--- config.mk ---
export PLATFORM = sky130hd
export DESIGN_NAME = tmr_core
export DESIGN_NICKNAME = d
export VERILOG_FILES = /design/src/rtl/tmr_tick_sel.v /design/src/rtl/tmr_core.v
export VERILOG_INCLUDE_DIRS = /design/src /design/src/rtl
export SDC_FILE = /design/constraint.sdc
export NUM_CORES = 1
export LEC_CHECK = 0
export BUFFER_PORTS_ARGS = -buffer_cell sky130_fd_sc_hd__buf_2
export CORE_MARGIN = 2
export CORE_UTILIZATION = 30
export DETAILED_ROUTE_END_ITERATION = 8
export GPL_ROUTABILITY_DRIVEN = 0
export GPL_TIMING_DRIVEN = 0
export SETUP_SLACK_MARGIN = 0.15
export SLEW_MARGIN = 5
export SYNTH_ARGS = -nofsm -noshare
export SYNTH_HDL_FRONTEND = slang
export SYNTH_SLANG_ARGS = --single-unit
--- constraint.sdc ---
create_clock -name mclk -period 5.94 [get_ports mclk]
set_input_delay 1.782 -clock mclk [delete_from_list [all_inputs] [get_ports mclk]]
set_output_delay 1.782 -clock mclk [all_outputs]
set_load 0.02 [all_outputs]
--- src/rtl/tmr_regs.vh ---
// Constants and the operating overview for the 8-bit single compare timer core
// Overview of operation
// - Counter, compare value and comparator are all 8 bits wide.
// - Tick comes from prescaled internal clock or external pin, edge selectable.
// - Clock select zero gives no tick; counter stays stopped.
// - Each tick clears, increments or decrements counter; top and bottom are signalled.
// - Processor may read and write the counter at any time.
// - Processor counter write beats any clear or count that cycle.
// - Two-bit wave mode field sets count sequence and overflow conditions.
// - Overflow flag requests interrupt through its own mask bit and the global interrupt enable.
// - Comparator runs always; equality sets compare flag on next tick.
// - Compare interrupt needs enable bit and global interrupt enable both set.
// - Compare flag clears on interrupt service or on writing one.
// - Compare value double buffered in PWM modes, direct in normal and CTC.
// - Buffered compare value loads into active register only at top (0xFF), in both PWM modes.
// - Compare accesses target buffer when buffering, active register otherwise.
// - Force compare in non-PWM modes acts on output only, no flag, no clear.
// - Counter write blocks compare matches in next tick, even when stopped.
// - Wave output register keeps its value across wave mode changes.
// - Output action field sets next match action and pin source, unbuffered.
// - System reset clears the wave output register.
// - Mode 0 counts up, wraps 0xFF to zero, overflow flag on wrap.
// - Mode 2 clears counter on compare match.
// - Mode 3 counts single slope zero to max and restarts.
`ifndef TMR_REGS_VH
`define TMR_REGS_VH
`define TMR_WIDTH        8
`define TMR_MAX          8'hFF
`define TMR_BOTTOM       8'h00
`define TMR_CNT_RST      8'h00
`define TMR_CMP_RST      8'h00
`define TMR_MODE_NORMAL  2'h0
`define TMR_MODE_PCPWM   2'h1
`define TMR_MODE_CTC     2'h2
`define TMR_MODE_FPWM    2'h3
`define TMR_ACT_NONE     2'h0
`define TMR_ACT_TOGGLE   2'h1
`define TMR_ACT_CLEAR    2'h2
`define TMR_ACT_SET      2'h3
`define TMR_CS_STOP      3'h0
`define TMR_CS_DIV1      3'h1
`define TMR_CS_DIV8      3'h2
`define TMR_CS_DIV64     3'h3
`define TMR_CS_DIV256    3'h4
`define TMR_CS_DIV1024   3'h5
`define TMR_CS_EXT_FALL  3'h6
`define TMR_CS_EXT_RISE  3'h7
`define TMR_PRE_WIDTH    10
`endif

--- src/rtl/tmr_tick_sel.v ---
// Timer tick source: prescaler and external count pin edge detector
`timescale 1ns/1ps
`include "tmr_regs.vh"
module tmr_tick_sel (
	input  wire       mclk,
	input  wire       rst,
	input  wire [2:0] clock_select,
	input  wire       ext_count_pin,
	output reg        timer_tick
);
	reg  [`TMR_PRE_WIDTH-1:0] pre_r;
	reg  [2:0]                sync_r;
	reg                       tick_nxt;
	wire [`TMR_PRE_WIDTH-1:0] pre_inc;

	assign pre_inc = pre_r + {{(`TMR_PRE_WIDTH-1){1'b0}}, 1'b1};

	always @(posedge mclk) begin
		if (rst) begin
			pre_r  <= {`TMR_PRE_WIDTH{1'b0}};
			sync_r <= 3'h0;
		end else begin
			pre_r  <= pre_inc;
			sync_r <= {sync_r[1:0], ext_count_pin};
		end
	end

	// Stage 0 is only read by stage 1; the edge is taken from stages 1 and 2
	always @* begin
		case (clock_select)
			`TMR_CS_STOP:     tick_nxt = 1'b0;
			`TMR_CS_DIV1:     tick_nxt = 1'b1;
			`TMR_CS_DIV8:     tick_nxt = (pre_r[2:0] == 3'h7);
			`TMR_CS_DIV64:    tick_nxt = (pre_r[5:0] == 6'h3F);
			`TMR_CS_DIV256:   tick_nxt = (pre_r[7:0] == 8'hFF);
			`TMR_CS_DIV1024:  tick_nxt = (pre_r == 10'h3FF);
			`TMR_CS_EXT_FALL: tick_nxt = sync_r[2] & ~sync_r[1];
			default:          tick_nxt = ~sync_r[2] & sync_r[1];
		endcase
	end

	always @(posedge mclk) begin
		if (rst)
			timer_tick <= 1'b0;
		else
			timer_tick <= tick_nxt;
	end
endmodule // tmr_tick_sel

--- src/rtl/tmr_core.v ---
// Top of the 8-bit single compare timer/counter core
`timescale 1ns/1ps
`include "tmr_regs.vh"
module tmr_core (
	input  wire       mclk,
	input  wire       rst,
	input  wire [2:0] clock_select,
	input  wire [1:0] wave_mode_sel,
	input  wire [1:0] output_action_sel,
	input  wire       ext_count_pin,
	input  wire       count_wr,
	input  wire [7:0] count_wdata,
	input  wire       compare_wr,
	input  wire [7:0] compare_wdata,
	input  wire       force_compare,
	input  wire       compare_flag_clr,
	input  wire       overflow_flag_clr,
	input  wire       compare_irq_ack,
	input  wire       overflow_irq_ack,
	input  wire       compare_irq_enable,
	input  wire       overflow_irq_enable,
	input  wire       global_irq_enable,
	output reg  [7:0] count_value,
	output reg  [7:0] compare_value,
	output reg  [7:0] compare_active,
	output reg        compare_flag,
	output reg        overflow_flag,
	output reg        compare_irq,
	output reg        overflow_irq,
	output reg        wave_output,
	output reg        wave_pin_sel,
	output reg        at_top,
	output reg        at_bottom
);
	wire       timer_tick;
	reg  [7:0] cnt_nxt;
	reg        dir_down_r;
	reg        dir_nxt;
	reg        block_r;
	reg  [7:0] ocr_act_r;
	reg  [7:0] ocr_buf_r;
	reg  [7:0] ocr_act_nxt;
	reg        wave_r;
	reg        wave_nxt;
	reg        ovf_set;
	reg        match_pend_r;
	wire       pwm_mode;
	wire       match;
	wire       match_used;
	wire       ocf_nxt;
	wire       tov_nxt;

	function [7:0] step8;
		input [7:0] v;
		input       down;
		begin
			if (down)
				step8 = v - 8'h01;
			else
				step8 = v + 8'h01;
		end
	endfunction

	// Action taken on the output at a compare event, per current action field
	function act_wave;
		input [1:0] act;
		input       cur;
		begin
			case (act)
				`TMR_ACT_TOGGLE: act_wave = ~cur;
				`TMR_ACT_CLEAR:  act_wave = 1'b0;
				`TMR_ACT_SET:    act_wave = 1'b1;
				default:         act_wave = cur;
			endcase
		end
	endfunction

	tmr_tick_sel u_tick (
		.mclk          (mclk),
		.rst           (rst),
		.clock_select  (clock_select),
		.ext_count_pin (ext_count_pin),
		.timer_tick    (timer_tick)
	);

	assign pwm_mode   = wave_mode_sel[0];
	assign match      = (count_value == ocr_act_r);
	assign match_used = timer_tick & match & ~block_r;

	// Counting sequence per wave mode
	always @* begin
		cnt_nxt = count_value;
		dir_nxt = dir_down_r;
		ovf_set = 1'b0;
		if (timer_tick) begin
			case (wave_mode_sel)
				`TMR_MODE_NORMAL: begin
					cnt_nxt = step8(count_value, 1'b0);
					ovf_set = (count_value == `TMR_MAX);
					dir_nxt = 1'b0;
				end
				`TMR_MODE_CTC: begin
					dir_nxt = 1'b0;
					ovf_set = (count_value == `TMR_MAX);
					if (match & ~block_r)
						cnt_nxt = `TMR_BOTTOM;
					else
						cnt_nxt = step8(count_value, 1'b0);
				end
				`TMR_MODE_FPWM: begin
					dir_nxt = 1'b0;
					ovf_set = (count_value == `TMR_MAX);
					if (count_value == `TMR_MAX)
						cnt_nxt = `TMR_BOTTOM;
					else
						cnt_nxt = step8(count_value, 1'b0);
				end
				default: begin
					// Dual slope: turn at max and at bottom; overflow at bottom
					if (count_value == `TMR_MAX)
						dir_nxt = 1'b1;
					else if (count_value == `TMR_BOTTOM)
						dir_nxt = 1'b0;
					cnt_nxt = step8(count_value, dir_nxt);
					ovf_set = (count_value == `TMR_BOTTOM);
				end
			endcase
		end
		if (count_wr)
			cnt_nxt = count_wdata;
	end

	// Active compare register: direct in non-PWM, loaded from buffer at top in both PWM modes
	always @* begin
		ocr_act_nxt = ocr_act_r;
		if (!pwm_mode) begin
			if (compare_wr)
				ocr_act_nxt = compare_wdata;
		end else if (timer_tick) begin
			if (wave_mode_sel == `TMR_MODE_PCPWM && count_value == `TMR_MAX)
				ocr_act_nxt = ocr_buf_r;
			else if (wave_mode_sel == `TMR_MODE_FPWM && count_value == `TMR_MAX)
				ocr_act_nxt = ocr_buf_r;
		end
	end

	// Output register; untouched by mode changes, only events move it
	always @* begin
		wave_nxt = wave_r;
		if (!pwm_mode) begin
			if (match_used | force_compare)
				wave_nxt = act_wave(output_action_sel, wave_r);
		end else if (output_action_sel[1]) begin
			if (wave_mode_sel == `TMR_MODE_FPWM) begin
				if (match_used)
					wave_nxt = output_action_sel[0];
				else if (timer_tick && count_value == `TMR_MAX)
					wave_nxt = ~output_action_sel[0];
			end else if (match_used) begin
				// Phase correct: up-match applies the field's clear/set, down-match the opposite
				wave_nxt = output_action_sel[0] ^ dir_down_r;
			end
		end
	end

	// Match flag lands on the tick after the comparator saw equality
	assign ocf_nxt = match_pend_r & timer_tick;
	assign tov_nxt = ovf_set & ~count_wr;

	always @(posedge mclk) begin
		if (rst) begin
			count_value    <= `TMR_CNT_RST;
			dir_down_r     <= 1'b0;
			block_r        <= 1'b0;
			ocr_act_r      <= `TMR_CMP_RST;
			ocr_buf_r      <= `TMR_CMP_RST;
			wave_r         <= 1'b0;
			match_pend_r   <= 1'b0;
			compare_flag   <= 1'b0;
			overflow_flag  <= 1'b0;
		end else begin
			count_value <= cnt_nxt;
			dir_down_r  <= dir_nxt;
			// Write arms the block; it lasts until one tick has been consumed
			if (count_wr)
				block_r <= 1'b1;
			else if (timer_tick)
				block_r <= 1'b0;
			ocr_act_r <= ocr_act_nxt;
			if (compare_wr)
				ocr_buf_r <= compare_wdata;
			wave_r <= wave_nxt;
			if (match_used)
				match_pend_r <= 1'b1;
			else if (timer_tick)
				match_pend_r <= 1'b0;
			// Hardware set wins over a clear arriving in the same cycle
			if (ocf_nxt)
				compare_flag <= 1'b1;
			else if (compare_flag_clr | compare_irq_ack)
				compare_flag <= 1'b0;
			if (tov_nxt)
				overflow_flag <= 1'b1;
			else if (overflow_flag_clr | overflow_irq_ack)
				overflow_flag <= 1'b0;
		end
	end

	// Registered views for the outputs
	always @(posedge mclk) begin
		if (rst) begin
			compare_value  <= `TMR_CMP_RST;
			compare_active <= `TMR_CMP_RST;
			compare_irq    <= 1'b0;
			overflow_irq   <= 1'b0;
			wave_output    <= 1'b0;
			wave_pin_sel   <= 1'b0;
			at_top         <= 1'b0;
			at_bottom      <= 1'b0;
		end else begin
			compare_value  <= pwm_mode ? ocr_buf_r : ocr_act_r;
			compare_active <= ocr_act_r;
			compare_irq    <= compare_flag & compare_irq_enable & global_irq_enable;
			overflow_irq   <= overflow_flag & overflow_irq_enable & global_irq_enable;
			wave_output    <= wave_r;
			wave_pin_sel   <= (output_action_sel != `TMR_ACT_NONE);
			at_top         <= (count_value == `TMR_MAX);
			at_bottom      <= (count_value == `TMR_BOTTOM);
		end
	end
endmodule // tmr_core

---- Word-level counts from Yosys, hierarchy flattened ----
Cells that the tools add are included.
operators by class
  add/sub/neg operators ................... 3
  multipliers ............................. 0
  divide/modulo/power cells ............... 0
  magnitude comparators ................... 0
  equality and inequality tests ........... 23
  shifts and indexed selects .............. 0
  muxes and demuxes ....................... 35
  bitwise operators ....................... 21
  reductions and logical operators ........ 17
operator list
  kind                                                    number
  2-to-1 mux 8 bit                                        11
  one-hot mux 8 bit (3 select lines)                      1
  2-to-1 mux 1 bit                                        21
  equality test 8 bit (second input constant)             2
  nonzero test 2 bit                                      7
  equality test 3 bit (second input constant)             4
  bitwise AND 1 bit                                       11
  adder 10 x 1 -> 10 bit (second input constant)          1
  equality test 10 bit (second input constant)            1
  inequality test 3 x 1 -> 1 bit (second input constant)  3
  adder 8 x 1 -> 8 bit (second input constant)            1
  equality test 2 bit (second input constant)             4
  equality test 8 bit                                     1
  zero test 8 bit                                         1
  subtractor 8 x 1 -> 8 bit (second input constant)       1
  one-hot mux 1 bit (7 select lines)                      1
  equality test 3 x 2 -> 1 bit (second input constant)    2
  equality test 6 bit (second input constant)             1
  NOT 1 bit                                               6
  AND reduction 5 bit                                     1
  equality test 2 x 1 -> 1 bit (second input constant)    2
  inequality test 2 x 1 -> 1 bit (second input constant)  2
  nonzero test 4 bit                                      1
  equality test 3 x 1 -> 1 bit (second input constant)    1
  8 further kinds                                         12
word-level totals
  flip-flop bits (word level) ............. 66
  latch bits .............................. 0
  memory bits (writable) .................. 0
  bits in read-only memories .............. 0
  input port bits ......................... 36
  logic and storage cells ................. 119
  memories ................................ 0

---- Depth between registers and ports, before layout ----
Gate-level depths: netlist (run 1).
  depth after elaboration ................. 9
  mapped depth ............................ 8
  gate-level depth less buffers ........... 8

---- Hierarchy ----
A second synthesis (run 1) with hierarchy kept.
second synthesis, totals
  cell total of the unflattened synthesis .. 332
  area total of the unflattened synthesis .. 3059.2 sq um
modules (own cells, without submodules)
  module        times used  cells each  area an instance (sq um)  sequential area each (sq um)
  tmr_core      1           269         2466.1                    1041.0
  tmr_tick_sel  1           63          593.1                     280.3

---- Worst setup path after synthesis (run 1) ----
No wires, ideal clock.
  path kind ............................... input to register
  from .................................... in wave_mode_sel[1]
  to ...................................... reg count_value[2]
  setup time .............................. 115 ps
  arrival ................................. 3081 ps
  required time ........................... 5825 ps
  slack ................................... 2743 ps
  cell stages on the path ................. 6
  buffers on the path ..................... 0
  cell sequence ........................... nand2b_1 > nor2_1 > o2bb2ai_4 > mux2_4 > a211o_1 > and3_1
between the ends
  word-level cells in the longest chain between the ends .. 4
  elaborated cells on any way between the ends .. 6
  those cells by class .................... 2 x eq/ne; 3 x mux; 1 x reduce/logical
ends and longest elaborated chain
  what                                                    line            text
  from (decl)                                             tmr_core.v:8    input wire [1:0] wave_mode_sel,
  equality test 2 bit or zero test 2 bit (tied branches)  -
  one-hot mux 8 bit (3 select lines) *                    tmr_core.v:96   case (wave_mode_sel)
  2-to-1 mux 8 bit *                                      tmr_core.v:95   if (timer_tick) begin
  2-to-1 mux 8 bit *                                      tmr_core.v:129  if (count_wr)
  to (signal assigned)                                    tmr_core.v:172  count_value <= `TMR_CNT_RST;
  to (signal assigned)                                    tmr_core.v:182  count_value <= cnt_nxt;
  to (decl)                                               tmr_core.v:23   output reg [7:0] count_value,
Mark *: on every way between the ends. The rest lies on a longest branch, timed or not. The select of a mux whose other input is x is not followed.
A chain may end at the register's enable or synchronous reset.

---- Worst setup path after layout (run 1) ----
Same ends and word-level chain as after synthesis.

==> results of run 1 <==
[final timing paths]
check,slack [ns],startpoint,end,cells past startpoint
setup reg to reg,3.69,count_value[0],count_value[2],8
setup / recovery,2.83,wave_mode_sel[1],count_value[2],7
hold / removal,0.44,u_tick.sync_r[0],u_tick.sync_r[1],1
hold reg to reg,0.44,u_tick.sync_r[0],u_tick.sync_r[1],1
[cell families (layout without fill, tap and decap cells)]
kind of cell             after synthesis  after routing  share of synthesized area [%]
adder cells (fa/ha/maj)                7              7                           2.91
flip-flops                            66             66                           43.9
XOR/XNOR                              21             21                           6.11
AND/OR/NAND/NOR                      120            120                           19.8
multiplexers                          34             34                           11.6
buffers and inverters                 29            111                           4.03
AO/OA/AOI/OAI                         47             47                           11.7
[per-stage QoR]
step                cells  hold WS, ns  setup WS (ns)
detailed placement    523        0.432           2.45
CTS                   539        0.450           2.82
global route          539        0.487           2.71
finish                539        0.443           2.83
global placement      523        0.419           2.50
floorplan             324        0.414           2.74
[state kept, by name, summed over array words and instances, names as in the netlist, 3 cells and up]
register,cells
u_tick.pre_r,10
count_value,8
compare_value,8
ocr_buf_r,8
ocr_act_r,8
u_tick.sync_r,3
compare_active,8
[layout by cell type, fill, tap and decap left out, types with 11 or more instances in the layout]
cell / Yosys / routed
xor2_1: 16 / 16
dfxtp_1: 66 / 66
a211oi_1: 11 / 11
nand2_1: 11 / 11
buf_2: 4 / 70
nor2b_1: 16 / 16
a21oi_1: 11 / 11
clkbuf_1: 13 / 13
mux2i_1: 31 / 31
nor2_1: 58 / 58
[per-layer routing]
layer	wire length (µm)	track usage, %	vias to the layer above
met5	0	0	-
met4	189	5.89	0
met3	263	3.32	17
met2	3300	21.4	57
met1	3440	17.6	1159
li1	-	-	1274
[layout make-up]
cell class,count,area [µm²],area share (%)
Sequential cell,66,1320,35.8
Clock buffer,9,124,3.36
Timing Repair Buffer,66,330,8.96
Inverter,9,33.8,0.916
Clock inverter,7,58.8,1.59
Multi-Input combinational cell,229,1570,42.5
Tap cell,133,166,4.51
Buffer,20,87.6,2.37
[power groups by stage]
stage | clock, mW | combinational, mW | sequential (mW)
floorplan | 0 | 0.0773 | 0.496
global placement | 0 | 0.130 | 0.487
detailed placement | 0 | 0.132 | 0.488
CTS | 0.362 | 0.133 | 0.477
global route | 0.382 | 0.146 | 0.480
finish | 0.355 | 0.131 | 0.477
[Yosys cell counts, types with 2 or more instances]
master and instances:
buf_1 2, a211oi_1 11, buf_2 4, xor2_1 16, o22ai_1 2, xnor2_1 5
o2bb2ai_1 4, nand2b_1 2, nor2_1 58, nor3_1 4, dfxtp_1 66, or3_1 3
o21ai_0 3, a21oi_1 11, ha_1 7, a211o_1 2, nand3_1 8, inv_1 9
nor2b_1 16, a22oi_1 9, mux2_2 2, nand2_1 11, nand4_1 3, mux2i_1 31
clkbuf_1 13, and3_1 8
[worst max-delay path, stage by stage]
cell and delay [ns]:
buf_2 0.14, nand2b_1 0.22, nor2_1 0.22, o2bb2ai_4 0.23, mux2_4 0.34, a211o_1 0.28, and3_1 0.14
==> results.md, run 1 <==
* Worst skew pair latency at 0.35 ns
* Mapped Cells at 324
* Final min period at 3.11 ns
* Worst-Margin Slew at 0.690 ns
* Detailed Routing Iterations Pass 1 at 6
* CTS max path bufs at 2
* Crit path capture type: flip-flop
* CTS root buf: clkbuf_8
* Average wire per standard cell at 13.3 µm
* Yosys cell types at 40
* Cell area after layout at 3690 µm²
* Max Cap Violations at 0
* Residual DRC at 0
* Crit Path Max Fanout at 8
* GR Util All Layers at 13.6%
* Number of synthesis warnings at 0
* Net switching power at 289 µW
* Final Hold Fails at 0
* FF+latch count, synth at 66
* Mean Syn Cell Area at 9.29 µm²
* Worst-path clk slew at 0.08 ns
* Area contributors post-synth: dfxtp_1 (44%), mux2i_1 (10%), nor2_1 (7.2%), xor2_1 (4.7%), nor2b_1 (3.3%)
* Largest area contributor in the netlist: dfxtp_1
* Pwr Density at 261 nW/µm²
* RSZ-0062 raised after global routing: no
* Internal power at 674 µW
* CP required at 6.19 ns
* DP Wirelength at 5.30 mm
* FP Rows at 36
* Tcrit/Tclk final at 52.4%
* Initial core utilization at 30.8%
* Routed Antenna Nets at 0
* Area delta synth->final at 22.6%
* Clk pwr share at 36.8%
* Register area share after synthesis at 43.9%
* Power, Total at 963 µW
* EDFF count, synth at 0
* Layout cell share with drive strength beyond 1 at 23.6%
* Core ar. at 9770 µm²
* # port buffers at 66
* Switching share of power at 30.0%
* CP Class: primary input to flip-flop
* Fmax achieved at 0.321 GHz
* Vias/cell at 4.65
* Via count at 2507
* Post-CTS Hold Buffers at 0
* Final WL at 7.19 mm
* Comb power frac at 13.6%
* Arr. time, crit path at 3.36 ns
* Outcome: finished, final reports clean
* Clk sink count at 66
* Synth top area share at 43.9%
* Die height at 104 µm
* Cts repair resizes at 0
* Nets at 444
* Setup Viol. Count Final at 0
* Ant diodes at 0
* Worst vdd rail ir drop at 0.0962 mV
* Sequential power share at 49.5%
* Final Max Slew Viols at 0
* Top_reg_cell synth: dfxtp_1
* Detailed router's first-iteration violation count at 80
* Pin count of the biggest net entering global routing at 15
* Worst Clk Skew at 0.00694 ns
* HP Class: flip-flop to flip-flop
* Die Width at 104 µm
* Die area at 10800 µm²
* Setup TNS at 0 ns
* Initial antenna violation count at 0
* CTS tree: built
* Area post-placement at 3510 µm²
* Leak Pwr at 1.67 nW
* Grt ovf at 0
* Post-layout utilization of the core at 37.7%
* Layout fillers at 1002
* Vias in the first global route at 2402
* Startpoint Class: primary input
* Number of buffers created by CTS at 9
* Ys async rst share at 0%
* Mapped Nets at 367
* Htree depth at 3
* Slew headroom at 54.0%
* Mapped Area at 3010 µm²
* First-pass GRT wire length at 11.7 mm
* Post-CTS Setup Bufs at 0
* # IOs at 68
Note: power is estimated with default switching activity, not from simulation.
==> run 2: changes to the inputs <==
- clock period: 5.94 -> 2.55 ns (I/O delays scaled with it)
==> run 2 against run 1 <==
  * Die area unchanged
  * Critical endpoint unchanged
  * Count of clock-buffer cells in the layout unchanged
  * Routed wire length grew 0.51%
  * Largest cell class unchanged
  * Power rose by 130%
  * Sequential cell count unchanged
  * Critical path depth shrank 1
  * Hold slack barely moved
  * Setup slack worse by 2.5 ns
  * Core utilization grew 0.077 points
  * Design area grew 0.20%
==> results.md, run 2 (synthesized netlist as in run 1, its figures left out) <==
* Outcome: finished, final reports clean
* Slew headroom at 54.0%
* Tcrit/Tclk final at 88.3%
* Area of the multi-input gates at 1570 µm²
* Layout cell share with drive strength beyond 1 at 24.1%
* Commonest non-fill, non-tap cell in the layout: buf_2
* HP Class: flip-flop to flip-flop
* Hold path startpoint: u_tick.sync_r[0]
* # port buffers at 66
* CP required at 2.80 ns
* Vias in the first global route at 2402
* Number of buffers created by CTS at 9
* Area post-placement at 3510 µm²
* Final Hold Fails at 0
* Top Family by Delay on Critical Path: compound AO/OA/AOI/OAI gates
* Residual DRC at 0
* Most frequent cells in the layout: buf_2 (70), dfxtp_1 (66), nor2_1 (58), mux2i_1 (31)
* Average wire per standard cell at 13.4 µm
* Crit path capture type: flip-flop
* Post-layout utilization of the core at 37.8%
* Seq. cell area at 1320 µm²
* Max Cap Violations at 0
* Core ar. at 9770 µm²
* Internal power at 1.57 mW
* Crit path max-delay cell type: dfxtp_1
* CP Class: flip-flop to flip-flop
* Nets at 444
* Worst-Margin Slew at 0.690 ns
* RSZ-0062 raised after global routing: no
* Final WL at 7.22 mm
* Detailed Routing Iterations Pass 1 at 6
* Hold path cells at 1
* Via count at 2511
* Post-CTS Hold Buffers at 0
* Slowest stage delay, CP at 0.52 ns
* GR Util All Layers at 13.6%
* Worst skew pair latency at 0.36 ns
* Sequential power share at 49.4%
* Flop-to-flop setup slack at 0.30 ns
* Cell area after layout at 3700 µm²
* Pwr Density at 609 nW/µm²
* Die Width at 104 µm
* Ant diodes at 0
* Clk pwr share at 36.9%
* Grt ovf at 0
* Worst path cell trace: and4_4, nand4_4, o2bb2ai_4, mux2_4, a211o_1, and3_1
* Clk sink count at 66
* Largest reg by FF count: u_tick.pre_r
* CP bufs+invs at 0
* CTS max path bufs at 2
* Setup Viol. Count Final at 0
* Final min period at 2.25 ns
* Net switching power at 678 µW
* Worst vdd rail ir drop at 0.224 mV
* Detailed router's first-iteration violation count at 86
* R2R depth at 6
* Crit Reg-Reg Startpoint: count_value[5]
* Layout fillers at 1002
* Final Max Slew Viols at 0
* Die area at 10800 µm²
* FP Rows at 36
* Initial core utilization at 30.8%
* Htree depth at 3
* Worst-path clk slew at 0.08 ns
* Area delta synth->final at 22.8%
* R2R Path End: count_value[2]
* Startpoint Class: flip-flop
* Routed Antenna Nets at 0
* Setup TNS at 0 ns
* CTS tree: built
* Number of flip-flops under the largest register name at 10
* Vias/cell at 4.66
* Leak Pwr at 1.67 nW
* Power, Total at 2.25 mW
* Crit Path Max Fanout at 8
* Initial antenna violation count at 0
* Fmax achieved at 0.444 GHz
* Worst Clk Skew at 0.00579 ns
* First-pass GRT wire length at 11.7 mm
* Comb power frac at 13.7%
* Hold path endpoint: u_tick.sync_r[1]
* CP Depth at 6
* Die height at 104 µm
* # IOs at 68
* Pin count of the biggest net entering global routing at 15
* Setup crit start: count_value[5]
* Arr. time, crit path at 2.50 ns
* CTS root buf: clkbuf_8
* Switching share of power at 30.1%
* DP Wirelength at 5.30 mm
-- run 2: through the flow --
step                cells  setup slack, ns  hold WS [ns]
floorplan             324            0.348         0.414
finish                539            0.298         0.443
global route          539            0.176         0.487
global placement      523            0.131         0.419
detailed placement    523           0.0743         0.432
CTS                   539            0.282         0.450
-- run 2: power by group through the flow --
stage	Clock (mW)	Sequential [mW]	Combinational (mW)
floorplan	0	1.16	0.180
global placement	0	1.13	0.303
detailed placement	0	1.14	0.307
CTS	0.844	1.11	0.309
global route	0.890	1.12	0.344
finish	0.830	1.11	0.309
-- run 2: worst reg2reg max path: cells and delay by family, from the launching register on --
kind | cells | cell delay [ns]
AO/OA/AOI/OAI | 2 | 0.66
flip-flops | 1 | 0.52
multiplexers | 1 | 0.34
AND/OR/NAND/NOR | 3 | 0.63
-- run 2: per-layer routing --
| metal | vias up | part of all wire [%] | global-route usage (%) |
|---|---|---|---|
| met5 | - | 0 | 0 |
| li1 | 1273 | - | - |
| met4 | 0 | 2.0 | 5.89 |
| met3 | 12 | 4.8 | 3.32 |
| met2 | 70 | 46 | 21.4 |
| met1 | 1156 | 47 | 17.6 |
-- run 2: what timing repair did --
item | 4_1_cts | 5_1_grt
endpoints found under the setup margin | 0 | 6
resized for setup | 0 | 3
buffers inserted | 0 | 0
-- run 2: layout make-up --
cell class                 count  share of cell area (%)
tap                          133                    4.50
clock inverter                 7                    1.59
multi-input combinational    229                    42.6
clock buffer                   9                    3.35
sequential                    66                    35.7
buffer                        20                    2.40
timing repair buffer          66                    8.94
inverter                       9                   0.914
-- run 2: worst max path at each step --
stage                                 to  slack (ns)
after global routing      count_value[2]        0.18
after CTS                 count_value[2]        0.28
final                     count_value[2]        0.30
after detailed placement  count_value[2]        0.07
after global placement    count_value[2]        0.13
after floorplan           count_value[2]        0.35
